**src/hdl/ldc_defines.svh**
```systemverilog
`ifndef LDC_DEFINES_SVH
`define LDC_DEFINES_SVH
// ****************************************
// Register map (byte addresses)
// ****************************************
`define LDC_ADDR_BIN       6'h00
`define LDC_ADDR_RAMP     6'h04
`define LDC_ADDR_CFT      6'h08
`define LDC_ADDR_TKNEE    6'h0C
`define LDC_ADDR_TSLOPE   6'h10
`define LDC_ADDR_TCLAMP   6'h14
`define LDC_ADDR_XFER     6'h18
`define LDC_ADDR_NV_BIN   6'h20
`define LDC_ADDR_NV_RAMP  6'h24
`define LDC_ADDR_NV_CFT   6'h28
`define LDC_ADDR_NV_TKNEE 6'h2C
`define LDC_ADDR_NV_TSLP  6'h30
`define LDC_ADDR_NV_TCLMP 6'h34
`define LDC_ADDR_STATUS   6'h38
// ****************************************
// Reset values
// ****************************************
`define LDC_RST_BIN    4'hF
`define LDC_RST_RAMP   3'h7
`define LDC_RST_CFT    4'h0
`define LDC_RST_TKNEE  4'h0
`define LDC_RST_TSLOPE 2'h0
`define LDC_RST_TCLAMP 3'h0
// ****************************************
// Timing
// ****************************************
`define LDC_CLK_HZ       250000000
`define LDC_RAMP_HZ      200
`define LDC_PWM_MIN_HZ   80
`define LDC_PWM_MAX_HZ   2000
`define LDC_RAMP_PERIOD  (`LDC_CLK_HZ / `LDC_RAMP_HZ)
`define LDC_EDGE_MAX_GAP (`LDC_CLK_HZ / `LDC_PWM_MIN_HZ)
`define LDC_EDGE_MIN_GAP (`LDC_CLK_HZ / (2 * `LDC_PWM_MAX_HZ))
`define LDC_LOCK_EDGES   3
// Level in mV: offset and peak table base/step
`define LDC_DIM_OFS_MV   210
`define LDC_PEAK_MIN_MV  1550
`define LDC_PEAK_STEP_MV 190
`endif

```
**src/hdl/ldc_pkg.sv**
```systemverilog
`default_nettype none
package ldc_pkg;
   typedef struct packed {
      logic [3:0] bin;
      logic [2:0] ramp;
      logic [3:0] cft;
      logic [3:0] tknee;
      logic [1:0] tslope;
      logic [2:0] tclamp;
   } ldc_set_t;
   typedef enum logic [2:0] {
      LDC_ANALOG = 3'b001,
      LDC_ACQ    = 3'b010,
      LDC_LOCKED = 3'b100
   } ldc_mode_t;
endpackage
`default_nettype wire

```
**src/hdl/ldc_top.sv**
```systemverilog
`timescale 1ns/1ns
`default_nettype none
`include "ldc_defines.svh"
module ldc_top #(
   parameter int RAMP_PERIOD  = `LDC_RAMP_PERIOD,
   parameter int EDGE_MAX_GAP = `LDC_EDGE_MAX_GAP,
   parameter int EDGE_MIN_GAP = `LDC_EDGE_MIN_GAP,
   parameter int LVL_W        = 12
) (
   // Clock and reset
   input  wire logic             clk,
   input  wire logic             rst_n,
   // Supply and pins
   input  wire logic             supply_ok,
   input  wire logic             enable_pin,
   input  wire logic             foldback_dim_enable_pin,
   input  wire logic             dimming_input,
   input  wire logic [LVL_W-1:0] dimming_input_level,
   // Avalon-MM slave
   input  wire logic [5:0]       avs_address,
   input  wire logic             avs_read,
   input  wire logic             avs_write,
   input  wire logic [31:0]      avs_writedata,
   input  wire logic [3:0]       avs_byteenable,
   output logic [31:0]           avs_readdata,
   output logic                  avs_waitrequest,
   // Outputs
   output logic                  led_on,
   output logic                  aux_5v_regulator_output,
   output logic                  foldback_active,
   output ldc_pkg::ldc_set_t     settings
);
   // ****************************************
   // Settings storage
   // ****************************************
   ldc_pkg::ldc_set_t dyn_q;
   ldc_pkg::ldc_set_t nv_q;
   logic              loaded_q;
   logic              ack_q;
   logic              wr_go;
   logic              rd_go;
   logic              xfer_go;
   logic [7:0]        wb;

   // Single wait state: every access answers one cycle after request
   assign wr_go   = avs_write && !ack_q;
   assign rd_go   = avs_read && !ack_q;
   assign wb      = avs_byteenable[0] ? avs_writedata[7:0] : 8'h00;
   assign xfer_go = wr_go && avs_byteenable[0] && (avs_address == `LDC_ADDR_XFER);

   always_ff @(posedge clk) begin
      if (!rst_n) begin
         ack_q <= 1'b0;
      end else begin
         ack_q <= (avs_read || avs_write) && !ack_q;
      end
   end

   always_ff @(posedge clk) begin
      if (!rst_n) begin
         nv_q <= '{`LDC_RST_BIN, `LDC_RST_RAMP, `LDC_RST_CFT, `LDC_RST_TKNEE, `LDC_RST_TSLOPE, `LDC_RST_TCLAMP};
      end else if (wr_go && avs_byteenable[0]) begin
         case (avs_address)
            `LDC_ADDR_NV_BIN:   nv_q.bin    <= wb[3:0];
            `LDC_ADDR_NV_RAMP:  nv_q.ramp   <= wb[2:0];
            `LDC_ADDR_NV_CFT:   nv_q.cft    <= wb[3:0];
            `LDC_ADDR_NV_TKNEE: nv_q.tknee  <= wb[3:0];
            `LDC_ADDR_NV_TSLP:  nv_q.tslope <= wb[1:0];
            `LDC_ADDR_NV_TCLMP: nv_q.tclamp <= wb[2:0];
            default: begin
            end
         endcase
      end
   end

   // Supply loss wipes dynamic copy; restore waits for supply return
   always_ff @(posedge clk) begin
      if (!rst_n) begin
         dyn_q    <= '0;
         loaded_q <= 1'b0;
      end else if (!supply_ok) begin
         dyn_q    <= '0;
         loaded_q <= 1'b0;
      end else if (!loaded_q || xfer_go) begin
         dyn_q    <= nv_q;
         loaded_q <= 1'b1;
      end else if (wr_go && avs_byteenable[0]) begin
         case (avs_address)
            `LDC_ADDR_BIN:    dyn_q.bin    <= wb[3:0];
            `LDC_ADDR_RAMP:   dyn_q.ramp   <= wb[2:0];
            `LDC_ADDR_CFT:    dyn_q.cft    <= wb[3:0];
            `LDC_ADDR_TKNEE:  dyn_q.tknee  <= wb[3:0];
            `LDC_ADDR_TSLOPE: dyn_q.tslope <= wb[1:0];
            `LDC_ADDR_TCLAMP: dyn_q.tclamp <= wb[2:0];
            default: begin
            end
         endcase
      end
   end

   // ****************************************
   // Pulse detector
   // ****************************************
   ldc_pkg::ldc_mode_t mode_q;
   logic               din_q;
   logic [31:0]        gap_q;
   logic [1:0]         edges_q;
   logic               edge_s;
   logic               gap_ok;

   assign edge_s = dimming_input != din_q;
   // Edge-to-edge gap spans half-period; high duty can shorten it
   assign gap_ok = gap_q >= 32'(EDGE_MIN_GAP / 2);

   always_ff @(posedge clk) begin
      if (!rst_n) begin
         din_q   <= 1'b0;
         gap_q   <= '0;
         edges_q <= '0;
         mode_q  <= ldc_pkg::LDC_ANALOG;
      end else begin
         din_q <= dimming_input;
         if (edge_s) begin
            gap_q <= '0;
         end else if (gap_q < 32'(EDGE_MAX_GAP)) begin
            gap_q <= gap_q + 32'd1;
         end
         case (mode_q)
            ldc_pkg::LDC_ANALOG: begin
               if (edge_s) begin
                  edges_q <= 2'd1;
                  mode_q  <= ldc_pkg::LDC_ACQ;
               end
            end
            ldc_pkg::LDC_ACQ: begin
               if (gap_q >= 32'(EDGE_MAX_GAP)) begin
                  mode_q <= ldc_pkg::LDC_ANALOG;
               end else if (edge_s && !gap_ok) begin
                  edges_q <= 2'd1;
               end else if (edge_s) begin
                  edges_q <= edges_q + 2'd1;
                  if (edges_q == 2'(`LDC_LOCK_EDGES - 1)) begin
                     mode_q <= ldc_pkg::LDC_LOCKED;
                  end
               end
            end
            ldc_pkg::LDC_LOCKED: begin
               if (gap_q >= 32'(EDGE_MAX_GAP)) begin
                  mode_q <= ldc_pkg::LDC_ANALOG;
               end
            end
            default: mode_q <= ldc_pkg::LDC_ANALOG;
         endcase
      end
   end

   // ****************************************
   // Ramp generator and comparator
   // ****************************************
   logic [31:0]      ramp_cnt_q;
   logic [LVL_W-1:0] peak_mv;
   logic [LVL_W-1:0] net_mv;
   logic [47:0]      lhs;
   logic [47:0]      rhs;
   logic             ana_on;

   always_ff @(posedge clk) begin
      if (!rst_n) begin
         ramp_cnt_q <= '0;
      end else if (ramp_cnt_q >= 32'(RAMP_PERIOD - 1)) begin
         ramp_cnt_q <= '0;
      end else begin
         ramp_cnt_q <= ramp_cnt_q + 32'd1;
      end
   end

   // Level in mV; peak steps with the 3-bit code
   assign peak_mv = LVL_W'(`LDC_PEAK_MIN_MV) + LVL_W'(`LDC_PEAK_STEP_MV) * LVL_W'(dyn_q.ramp);
   assign net_mv  = (dimming_input_level > LVL_W'(`LDC_DIM_OFS_MV)) ?
                    dimming_input_level - LVL_W'(`LDC_DIM_OFS_MV) : '0;
   // on while ramp/period < net/peak; saturates at 0 and 100%
   assign lhs     = 48'(ramp_cnt_q) * 48'(peak_mv);
   assign rhs     = 48'(net_mv) * 48'(RAMP_PERIOD);
   assign ana_on  = lhs < rhs;

   // ****************************************
   // Output gating
   // ****************************************
   always_ff @(posedge clk) begin
      if (!rst_n) begin
         led_on                  <= 1'b0;
         aux_5v_regulator_output <= 1'b0;
         foldback_active         <= 1'b0;
         settings                <= '0;
      end else begin
         aux_5v_regulator_output <= enable_pin && supply_ok;
         foldback_active         <= foldback_dim_enable_pin;
         settings                <= dyn_q;
         if (!enable_pin || !supply_ok) begin
            led_on <= 1'b0;
         end else if (mode_q == ldc_pkg::LDC_LOCKED) begin
            led_on <= dimming_input;
         end else begin
            led_on <= ana_on;
         end
      end
   end

   // ****************************************
   // Read path
   // ****************************************
   always_ff @(posedge clk) begin
      if (!rst_n) begin
         avs_readdata    <= '0;
         avs_waitrequest <= 1'b1;
      end else begin
         avs_waitrequest <= !((avs_read || avs_write) && !ack_q);
         if (rd_go) begin
            case (avs_address)
               `LDC_ADDR_BIN:      avs_readdata <= {28'h0, dyn_q.bin};
               `LDC_ADDR_RAMP:     avs_readdata <= {29'h0, dyn_q.ramp};
               `LDC_ADDR_CFT:      avs_readdata <= {28'h0, dyn_q.cft};
               `LDC_ADDR_TKNEE:    avs_readdata <= {28'h0, dyn_q.tknee};
               `LDC_ADDR_TSLOPE:   avs_readdata <= {30'h0, dyn_q.tslope};
               `LDC_ADDR_TCLAMP:   avs_readdata <= {29'h0, dyn_q.tclamp};
               `LDC_ADDR_NV_BIN:   avs_readdata <= {28'h0, nv_q.bin};
               `LDC_ADDR_NV_RAMP:  avs_readdata <= {29'h0, nv_q.ramp};
               `LDC_ADDR_NV_CFT:   avs_readdata <= {28'h0, nv_q.cft};
               `LDC_ADDR_NV_TKNEE: avs_readdata <= {28'h0, nv_q.tknee};
               `LDC_ADDR_NV_TSLP:  avs_readdata <= {30'h0, nv_q.tslope};
               `LDC_ADDR_NV_TCLMP: avs_readdata <= {29'h0, nv_q.tclamp};
               `LDC_ADDR_STATUS:   avs_readdata <= {28'h0, loaded_q, mode_q};
               default:            avs_readdata <= 32'h0000_0000;
            endcase
         end
      end
   end
endmodule
`default_nettype wire

```
**config.mk**
```make
export PLATFORM = sky130hd
export DESIGN_NAME = ldc_top
export DESIGN_NICKNAME = d
export VERILOG_FILES = /design/src/hdl/ldc_pkg.sv /design/src/hdl/ldc_top.sv
export VERILOG_INCLUDE_DIRS = /design/src /design/src/hdl
export SDC_FILE = /design/constraint.sdc
export NUM_CORES = 1
export LEC_CHECK = 0
export BUFFER_PORTS_ARGS = -buffer_cell sky130_fd_sc_hd__buf_2
export CAP_MARGIN = 20
export CELL_PAD_IN_SITES_DETAIL_PLACEMENT = 1
export CELL_PAD_IN_SITES_GLOBAL_PLACEMENT = 2
export CORE_MARGIN = 2
export CORE_UTILIZATION = 43
export CTS_CLUSTER_DIAMETER = 200
export DETAILED_ROUTE_END_ITERATION = 6
export MAX_ROUTING_LAYER = met4
export PLACE_DENSITY = 0.84
export RECOVER_POWER = 25
export SYNTH_ARGS = -nofsm -noshare
export SYNTH_HDL_FRONTEND = slang
export SYNTH_SLANG_ARGS = --single-unit
```
**constraint.sdc**
```tcl
create_clock -name clk -period 15.7 [get_ports clk]
set_clock_uncertainty 0.05 [all_clocks]
set_input_delay 1.57 -clock clk [delete_from_list [all_inputs] [get_ports clk]]
set_output_delay 1.57 -clock clk [all_outputs]
set_load 0.01 [all_outputs]
```
==> results.md, run 1 <==
* Die Wd at 229 µm
* Reg2reg setup slack at 4570 ps
* Total congestion overflow at 0
* CTS H-tree depth at 4
* CP required at 16080 ps
* Ports at 118
* Post-synth EDFFs at 0
* Startpoint Class: flip-flop
* Hold_buf cts at 0
* Failing checks: capacitance limit, slew limit
* Psw at 2.26 mW
* Slew @ Worst Pin at 1660 ps
* Final Max Slew Viols at 45
* Area grow syn2layout at 6.79%
* Crit path capture type: flip-flop
* P_int at 1.93 mW
* Detailed Place HPWL at 46400 µm
* Sw Share at 53.9%
* Setup CP Type: reg2reg
* Post-CTS Setup Bufs at 0
* Clock group share of total power at 10.2%
* CP max FO at 40
* CTS resizes at 0
* Critical path's largest stage delay at 600 ps
* Fraction of layout instances using a drive strength above 1 at 5.05%
* IR drop worst, VDD at 0.227 mV
* P per Cell Area at 180 nW/µm²
* First drt pass iteration count at 5
* Site Rows at 82
* Comb power frac at 80.9%
* Register area share after synthesis at 12.9%
* CTS tree: yes
* Final hold slack at 432 ps
* Setup TNS at 0 ps
* CP dominant cell by count: fa_1
* Post-route DRC at 0
* Fill cell count at 5934
* Synth top area share at 29.2%
* Hold Crit Class: reg2reg
* WL final at 58700 µm
* Final hold vios at 0
* FFs w/ async S/R, synth at 0%
* Achievable clock frequency at 89.9 MHz
* Nets at 3130
* First-pass GRT wire length at 100000 µm
* FF+latch count, synth at 140
* DP Area at 22600 µm²
* Maximum clock insertion buffer count at 2
* GRT Util Overall at 24.7%
* Lkg Pwr at 10.4 nW
* Sequential Area at 2800 µm²
* Initial Util at 43.5%
* Post-synth top area cell: fa_1
* Post-Syn Area at 21800 µm²
* Yosys cell types at 73
* Inserted Clock Buffers at 17
* Final setup viols at 0
* Ys flop type: dfxtp_1
* CTS Root Cell: clkbuf_16
* R2R Path Start: dyn_q[13]
* RSZ-0062 raised after global routing: false
* Worst-skew pair later-pin latency at 480 ps
* Largest net degree at the start of global routing at 45
* Reg clk slew, reported paths at 90 ps
* Worst Hold Path EP: gap_q[24]
* Tmin final at 11130 ps
* Final Cell Area at 23300 µm²
* Hold depth at 1
* Final ANT Viol Nets at 0
* Total die area at 52500 µm²
* Initial antenna violation count at 0
* Routed vias at 17.0k
* Port bufs at 58
* Wire length per cell at 18.4 µm
* Max-slew headroom at -11.0%
* WP data arrival at 11510 ps
* YS warnings at 0
* Vias in the first global route at 19.4k
* Cell count after synthesis at 2508
* CORE AREA at 50100 µm²
* Share of power burned in registers at 9.0%
* Slowest stage cell, crit path: fa_1
* Initial drt markers at 623
* Status: finished, violations left
* Chip Height at 229 µm
* Fin crit share at 70.9%
* Placer Congestion at 0.869
* Hold Crit Start: gap_q[24]
* Mean Syn Cell Area at 8.69 µm²
* RR Endpoint: led_on
* Maximum Capacitance Violations at 1
* DR vias/cell at 5.31
* Area occupied by multi-input gates at 17100 µm²
* FF-to-FF path depth at 41
* Top post-synthesis cells by area: fa_1 (29%), ha_1 (14%), dfxtp_1 (13%), inv_1 (6.9%), and2_1 (5.1%)
* Sink Count at 140
-- how the worst max path moves through the flow --
stage | startpoint | endpoint | slack (ps) | depth (start not counted)
final | dyn_q[13] | led_on | 4570 | 41
after global routing | dyn_q[13] | led_on | 3590 | 41
after CTS | dyn_q[13] | led_on | 4460 | 41
after detailed placement | dyn_q[13] | led_on | 4590 | 41
after global placement | dyn_q[13] | led_on | 4790 | 41
after floorplan | dyn_q[14] | led_on | 6430 | 40
-- placed cells by master, fill, tap and decap left out, types with 17 or more instances in the layout --
master / Yosys / final
nand4_1: 30 / 30
nand2_1: 254 / 254
clkbuf_16: 0 / 17
fa_1: 318 / 318
nor2_1: 135 / 135
mux2i_1: 19 / 19
ha_1: 246 / 246
a21oi_1: 106 / 106
a21o_1: 33 / 33
o21ai_0: 60 / 60
and3_1: 26 / 26
and2_1: 179 / 165
nor2b_1: 68 / 68
nand3_1: 28 / 28
inv_1: 401 / 401
a31oi_1: 32 / 32
dfxtp_1: 140 / 140
xor2_1: 54 / 50
buf_2: 0 / 48
conb_1: 1 / 39
xnor2_1: 55 / 51
-- cells by family (layout without fill, tap and decap cells) --
kind of cell	after synthesis	count (layout)	synth area share, %
DFF	140	140	12.9
muxes	25	25	1.29
AOI/OAI and AO/OA	336	336	9.88
adders and majority gates	564	564	43.3
buffers and inverters	535	506	9.70
and+or+nand+nor	798	798	18.5
xor gates and xnor gates	109	109	4.38
other	1	41	0.0172
-- flip-flops by register name, summed over array words and instances (netlist names), 2 cells and up --
register      cells
avs_readdata      4
dyn_q            20
edges_q           2
gap_q            32
mode_q            3
nv_q             20
ramp_cnt_q       32
settings         20
-- cell usage after synthesis (4+ instances only) --
| library cell | count |
|---|---|
| a21oi_1 | 106 |
| clkbuf_1 | 106 |
| and4_1 | 6 |
| a221oi_1 | 5 |
| inv_1 | 401 |
| xnor2_1 | 55 |
| and2_1 | 179 |
| nor4_1 | 9 |
| a21o_1 | 33 |
| or4_1 | 4 |
| nand3_1 | 28 |
| o211ai_1 | 4 |
| o21bai_1 | 16 |
| nor2_1 | 135 |
| fa_1 | 318 |
| o31ai_1 | 6 |
| a31oi_1 | 32 |
| or2_2 | 4 |
| buf_4 | 28 |
| nand4_1 | 30 |
| o21ai_0 | 60 |
| o21a_1 | 7 |
| nand2b_1 | 16 |
| nor3_1 | 16 |
| and3_1 | 26 |
| mux2_2 | 4 |
| mux2i_1 | 19 |
| a211oi_1 | 7 |
| nor2b_1 | 68 |
| xor2_1 | 54 |
| or3_1 | 11 |
| nand2_1 | 254 |
| a22oi_1 | 6 |
| o21ai_1 | 13 |
| ha_1 | 246 |
| dfxtp_1 | 140 |
-- routing by layer --
metal / share of wire [%] / wire length (µm) / GRT usage (%)
met1: 42 / 24400 / 28.1
met2: 53 / 31300 / 44.9
met3: 2.3 / 1360 / 3.13
met4: 2.8 / 1630 / 7.91
met5: 0 / 0 / -
-- final cells by class --
cell class | count | area share, %
clock inverter | 15 | 0.833
multi-input combinational | 1871 | 73.5
sequential | 140 | 12.0
antenna | 2 | 0.0215
clock buffer | 17 | 1.83
inverter | 401 | 6.47
tap | 672 | 3.61
timing repair buffer | 73 | 1.71
-- power by group through the flow --
stage	clock network, mW	logic (mW)	registers [mW]
4_1_cts	0.439	3.42	0.376
3_5_place_dp	0	3.40	0.384
3_3_place_gp	0	3.28	0.384
2_1_floorplan	0	2.51	0.377
5_1_grt	0.452	3.86	0.378
6_report	0.425	3.39	0.376
-- through the flow --
step	utilization, %	total power [mW]	setup WS (ps)	instances
6_report	46.5	4.19	4570	3191
5_1_grt	46.5	4.69	3590	3189
4_1_cts	46.5	4.24	4460	3188
3_5_place_dp	45.2	3.79	4590	3156
3_3_place_gp	45.2	3.67	4790	3156
2_1_floorplan	-	2.89	6430	2546
-- worst max-delay path, delay by kind of cell (launching register included) --
family          cells  cell delay, ps
xor+xnor            3             570
buf+inv             5            1020
compound gates     13            2560
simple gates       10            1720
flops               1             310
fa+ha+maj          10            4720
(Power assumes the default switching activity.)
==> run 2, diff against run 1 <==
- ABC_AREA: unset -> 1
- CORE_UTILIZATION: 43 -> 38
- PLACE_DENSITY: 0.84 -> 0.79
- clock period: 15.7 -> 10.8 ns (I/O delays scaled with it)
==> run 2 against run 1 <==
  * The run still ends with capacitance limit, slew limit left
  * Critical path depth is 4 higher
  * Area after synthesis is 0.93% higher
  * Via count is 9.1% higher
  * Sequential power is 47% higher
  * Non-clock buffer count is 2 higher
  * Sequential share of layout area is 0.21 points lower
  * Global-route usage is 0.92 points lower
  * Largest cell class unchanged
  * Highest routed layer unchanged
==> results.md, run 2 <==
* Biggest regs: gap_q: 32 flops, ramp_cnt_q: 32 flops
* CTS resizes at 0 (unchanged)
* Util after Layout at 41.2% (-5.3 points)
* Vias in the first global route at 20.4k (+5.0%)
* Setup CP Type: reg2reg
* CP dominant cell by count: nand2_1
* Slowest stage cell, crit path: dfxtp_1
* Post-Syn Area at 22000 µm² (+0.93%)
* Reg clk slew, reported paths at 80 ps (about the same)
* Final Cell Area at 23700 µm² (+1.8%)
* CP required at 11120 ps (-4960 ps)
* Hold depth at 2 (+1)
* WL final at 65900 µm (+12%)
* Inserted Clock Buffers at 17 (unchanged)
* Die Wd at 245 µm (+6.7%)
* Initial Util at 38.3% (-5.3 points)
* P_int at 2.59 mW (+34%)
* Routed vias at 18.5k (+9.1%)
* GRT Util Overall at 23.8% (-0.92 points)
* RSZ-0062 raised after global routing: false
* Chip Height at 245 µm (+6.7%)
* Most frequent cell after synthesis: inv_1
* DP Area at 23000 µm² (+1.7%)
* Yosys cell types at 52 (-29%)
* FF+latch count, synth at 140 (unchanged)
* IR drop worst, VDD at 0.240 mV (+5.7%)
* Placer Congestion at 0.886 (+2.0%)
* Setup TNS at 0 ps (unchanged)
* CTS tree: yes
* FF-to-FF path depth at 45 (+9.8%)
* Hold Crit Class: reg2reg
* Reg2reg setup slack at 770 ps (-3800 ps)
* Area grow syn2layout at 7.67%
* Psw at 3.31 mW (+47%)
* Post-synth top area cell: fa_1
* YS warnings at 0 (unchanged)
* Ant diodes at 0 (-2)
* Top post-synthesis cells by area: fa_1 (29%), ha_1 (14%), dfxtp_1 (13%), inv_1 (11%), nand2_1 (8.8%)
* Cell count after synthesis at 2899 (+16%)
* Fill cell count at 7250 (+22%)
* CP max FO at 23 (-43%)
* Detailed Place HPWL at 55400 µm (+19%)
* Post-CTS Setup Bufs at 0 (unchanged)
* Achievable clock frequency at 99.7 MHz (+11%)
* Initial drt markers at 730 (+17%)
* CTS H-tree depth at 4 (unchanged)
* Maximum clock insertion buffer count at 2 (unchanged)
* Initial antenna violation count at 0 (unchanged)
* Nets at 3565 (+14%)
* Clock group share of total power at 10.7% (+0.5 points)
* Slew @ Worst Pin at 2060 ps (+396 ps)
* Final hold vios at 0 (unchanged)
* Final setup viols at 0 (unchanged)
* Site Rows at 88 (+7.3%)
* Crit path capture type: flip-flop
* FFs w/ async S/R, synth at 0% (unchanged)
* Ports at 118 (unchanged)
* Max-slew headroom at -37.4% (-26 points)
* Critical path's largest stage delay at 580 ps (-20 ps)
* Mean Syn Cell Area at 7.59 µm² (-13%)
* CTS Root Cell: clkbuf_16
* Maximum Capacitance Violations at 1 (unchanged)
* Ys flop type: dfxtp_1
* Sw Share at 56.2% (+2.3 points)
* Sink Count at 140 (unchanged)
* Total power at 5.90 mW (+41%)
* Post-synth EDFFs at 0 (unchanged)
* WP data arrival at 10350 ps (-1160 ps)
* Final Max Slew Viols at 50 (+11%)
* Tmin final at 10030 ps (-1100 ps)
* Status: finished, violations left
* P per Cell Area at 249 nW/µm² (+38%)
* Fin crit share at 92.9% (+22 points)
* First-pass GRT wire length at 109000 µm (+8.4%)
* Commonest non-fill, non-tap cells in the layout: inv_1 (617), nand2_1 (513), nor2_1 (374)
* Largest net degree at the start of global routing at 50 (+11%)
* Total die area at 59800 µm² (+14%)
* DR vias/cell at 4.98 (-6.3%)
* Failing checks: capacitance limit, slew limit
* Total congestion overflow at 0 (unchanged)
* Startpoint Class: flip-flop
* Port bufs at 58 (unchanged)
* First drt pass iteration count at 4 (-1)
* CORE AREA at 57500 µm² (+15%)
* Synth top area share at 28.9% (-0.27 points)
* Share of power burned in registers at 9.4% (+0.4 points)
* Comb power frac at 79.9% (-1.0 points)
* Wire length per cell at 17.7 µm (-3.6%)
* Fraction of layout instances using a drive strength above 1 at 4.07% (-0.98 points)
* Final worst slack at 772 ps (-3800 ps)
* Hold_buf cts at 0 (unchanged)
* Pre-CTS setup slack at 829 ps (-3760 ps)
* Commonest non-fill, non-tap cell in the layout: inv_1
* Final ANT Viol Nets at 0 (unchanged)
* Lkg Pwr at 11.3 nW (+8.5%)
* Register area share after synthesis at 12.7% (-0.12 points)
* Worst-skew pair later-pin latency at 480 ps (about the same)
* Synth cell count leaders: inv_1 (617), nand2_1 (513), nor2_1 (374)
* Post-route DRC at 0 (unchanged)
-- run 2: changes by cell type in the layout (fill, tap and decap cells not counted), sizes merged, moves of 44 or more --
cell / previous run / this run
nand2: 254 / 516
inv: 408 / 632
and2: 179 / 0
nor2: 135 / 378
a21oi: 107 / 151
nor2b: 68 / 0
-- run 2: path summary, 6_finish.rpt --
check | from | end
setup / recovery | dyn_q[14] | led_on
hold / removal | gap_q[23] | gap_q[23]
setup reg to reg | dyn_q[14] | led_on
hold reg to reg | gap_q[23] | gap_q[23]
-- run 2: power by group through the flow --
stage	registers (mW)	clock network (mW)	logic [mW]
detailed placement	0.565	0	4.68
finish	0.553	0.631	4.72
CTS	0.553	0.654	4.72
global route	0.556	0.669	5.38
global placement	0.564	0	4.52
floorplan	0.556	0	3.37
-- run 2: per-stage QoR --
| stage | hold WS (ps) | instances |
|---|---|---|
| 3_5_place_dp | 371 | 3683 |
| 5_1_grt | 410 | 3717 |
| 2_1_floorplan | 357 | 2937 |
| 6_report | 384 | 3717 |
| 3_3_place_gp | 364 | 3683 |
| 4_1_cts | 386 | 3715 |
-- run 2: layout make-up --
class / count / area (µm²) / area share (%)
Clock buffer: 17 / 425 / 1.80
Clock inverter: 15 / 194 / 0.819
Inverter: 634 / 2380 / 10.0
Multi-Input combinational cell: 2071 / 16500 / 69.6
Sequential cell: 140 / 2800 / 11.8
Tap cell: 765 / 957 / 4.04
Timing Repair Buffer: 75 / 438 / 1.85
-- run 2: kinds of logic after synthesis --
logic type	synth area share (%)
XOR/XNOR	2.87
flip-flops	12.7
other	0.0171
adder cells (fa/ha/maj)	42.9
buffers and inverters	13.0
AO/OA/AOI/OAI	8.40
AND/OR/NAND/NOR	20.1
-- run 2: worst max-delay path: cells and delay by family (launching register included) --
family / cells / cell delay, ps
AOI/OAI and AO/OA: 6 / 1100
xor gates and xnor gates: 1 / 170
adders and majority gates: 10 / 4580
buffers and inverters: 8 / 950
DFF: 1 / 580
and+or+nand+nor: 20 / 2490
-- run 2: per-layer routing --
metal | share of wire, % | up-vias | global-route usage (%) | wire (µm)
met4 | 1.9 | 0 | 6.19 | 1250
met3 | 2.7 | 58 | 2.94 | 1810
met5 | 0 | - | - | 0
met2 | 48 | 223 | 38.5 | 31500
li1 | - | 8940 | - | -
met1 | 48 | 9284 | 31.5 | 31300
==> run 3, diff against run 2 <==
- CORE_UTILIZATION: 38 -> 30
- PLACE_DENSITY: 0.79 -> 0.64
- clock period: 10.8 -> 10.05 ns (I/O delays scaled with it)
==> run 3 against run 2 <==
  * The run still ends with capacitance limit, slew limit left
  * Non-clock buffer count is 10 higher
  * Power grew 8.4%
  * Critical path depth is 4 lower
  * Global-route usage is 3.9 points lower
  * Via count down 0.90%
  * Wire length up 5.3%
  * Register-to-register slack improved by 120 ps
  * Core utilization is 8.1 points lower
  * Count of clock-buffer cells in the layout unchanged
  * Sequential power increased by 7.2%
  * Sequential share of layout area down 0.19 points
  * Combinational power grew 8.3%
  * Largest cell class unchanged
==> results.md, run 3 (same netlist as run 2, synthesis figures left out) <==
* Status: finished, violations left
* Failing checks: capacitance limit, slew limit
* Fin crit share at 91.2% (-1.7 points)
* Detailed Place HPWL at 58600 µm (+5.9%)
* Commonest non-fill, non-tap cells in the layout: inv_1 (617), nand2_1 (513), nor2_1 (373)
* Area grow syn2layout at 9.47%
* Maximum clock insertion buffer count at 2 (unchanged)
* Final hold vios at 0 (unchanged)
* Placer Congestion at 0.862 (-2.8%)
* Port bufs at 58 (unchanged)
* Chip Height at 275 µm (+12%)
* WL final at 69400 µm (+5.3%)
* DP Area at 23400 µm² (+1.7%)
* Ant diodes at 0 (unchanged)
* Reg2reg setup slack at 890 ps (+120 ps)
* Critical path's largest stage delay at 560 ps (-20 ps)
* Site Rows at 99 (+13%)
* DR vias/cell at 4.68 (-6.1%)
* Routed vias at 18.3k (-0.90%)
* Reg clk slew, reported paths at 90 ps (about the same)
* Initial Util at 30.2% (-8.0 points)
* Hold_buf cts at 0 (unchanged)
* Ports at 118 (unchanged)
* Worst path bufs/invs at 6 (-2)
* Inserted Clock Buffers at 17 (unchanged)
* CP required at 10390 ps (-730 ps)
* First drt pass iteration count at 5 (+1)
* Final Max Slew Viols at 50 (unchanged)
* Achievable clock frequency at 109 MHz (+9.4%)
* Total power at 6.40 mW (+8.4%)
* Hold Crit Class: reg2reg
* CP max FO at 21 (-8.7%)
* WP data arrival at 9500 ps (-850 ps)
* Commonest non-fill, non-tap cell in the layout: inv_1
* Setup CP Type: reg2reg
* Slew @ Worst Pin at 1970 ps (-92.2 ps)
* Placed insts at 3888 (+5.6%)
* RR Endpoint: led_on
* GRT Util Overall at 19.9% (-3.9 points)
* CTS tree: yes
* FF-to-FF path depth at 41 (-8.9%)
* Fill cell count at 8848 (+22%)
* Tmin final at 9160 ps (-866 ps)
* Vias in the first global route at 20.4k (-0.24%)
* Final Cell Area at 24100 µm² (+1.7%)
* Final hold slack at 381 ps (-3.56 ps)
* Final ANT Viol Nets at 0 (unchanged)
* Largest net degree at the start of global routing at 50 (unchanged)
* Wire length per cell at 17.7 µm (-0.22%)
* Post-route DRC at 0 (unchanged)
* Final worst slack at 888 ps (+116 ps)
* First-pass GRT wire length at 113000 µm (+4.2%)
* Nets at 3575 (+0.28%)
* CORE AREA at 72700 µm² (+27%)
* CTS H-tree depth at 4 (unchanged)
* Hold Crit Start: gap_q[23]
* Final setup viols at 0 (unchanged)
* Pre-CTS setup slack at 496 ps (-334 ps)
* Family with the most delay on the worst path: adder cells
* Startpoint Class: flip-flop
* Total congestion overflow at 0 (unchanged)
* Hold depth at 2 (unchanged)
* Lkg Pwr at 11.4 nW (+0.70%)
* Initial drt markers at 697 (-4.5%)
* Setup TNS at 0 ps (unchanged)
* Total die area at 75500 µm² (+26%)
* Slowest stage cell, crit path: fa_1
* Max-slew headroom at -31.3% (+6.2 points)
* P per Cell Area at 266 nW/µm² (+6.6%)
* Worst Hold Path EP: gap_q[23]
* IR drop worst, VDD at 0.238 mV (-0.94%)
* Biggest regs: gap_q: 32 flops, ramp_cnt_q: 32 flops
* R2R Path Start: dyn_q[14]
* CP dominant cell by count: nand2_1
* Die Wd at 275 µm (+12%)
* Crit path capture type: flip-flop
* RSZ-0062 raised after global routing: false
* Post-route insts no fill at 3921 (+5.5%)
* Initial antenna violation count at 1 (+1)
* Sink Count at 140 (unchanged)
* Util after Layout at 33.1% (-8.1 points)
* Maximum Capacitance Violations at 1 (unchanged)
* CTS Root Cell: clkbuf_16
* Fraction of layout instances using a drive strength above 1 at 4.76% (+0.70 points)
* Worst-skew pair later-pin latency at 500 ps (+20 ps)
run 3: cell types whose count changed in the layout (fill, tap and decap cells not counted), moves of 2 or more:
cell,previous run,this run
clkbuf_1,16,13
buf_2,42,46
buf_12,0,6
a21oi_1,151,149
a21oi_2,0,2
buf_4,15,20
buf_16,2,0
run 3: tightest hold or removal path, cell delays in order (launching register included):
cell and delay, ps:
dfxtp_1 310, inv_1 50, nor2_1 30
run 3: area by class of cell:
| class | instances | area [µm²] | share of cell area [%] |
|---|---|---|---|
| clock buffers | 17 | 425 | 1.77 |
| clock inverters | 15 | 191 | 0.795 |
| inverters | 634 | 2380 | 9.88 |
| multi-input cells | 2071 | 16500 | 68.6 |
| flip-flops and latches | 140 | 2800 | 11.6 |
| well taps | 959 | 1200 | 4.98 |
| repair buffers | 85 | 549 | 2.28 |
run 3: where the power goes:
| part | internal, mW | switching, mW | total [mW] |
|---|---|---|---|
| registers | 0.573 | 0.0200 | 0.593 |
| logic | 1.87 | 3.24 | 5.11 |
| clock network | 0.338 | 0.353 | 0.691 |
| total | 2.78 | 3.61 | 6.40 |
run 3: how the worst max path moves through the flow:
stage,start,endpoint,slack [ps],cells after the start
2_1_floorplan,dyn_q[14],led_on,1670,43
3_3_place_gp,dyn_q[13],led_on,550,44
3_5_place_dp,dyn_q[13],led_on,500,43
4_1_cts,dyn_q[13],led_on,430,43
5_1_grt,dyn_q[14],led_on,40,42
6_report,dyn_q[14],led_on,890,41
run 3: what timing repair did:
action / CTS / global route
setup buffers: 0 / 1
setup endpoints to repair: 0 / 1
gates resized for setup: 0 / 10
run 3: routing by layer:
layer  GRT usage (%)  vias to the layer above  wire (µm)
met5               -                        -          0
met4            4.59                        0       1300
met3            1.82                       46       1270
met2            32.2                      169      32900
met1            26.8                     9183      33900
li1                -                     8940          -
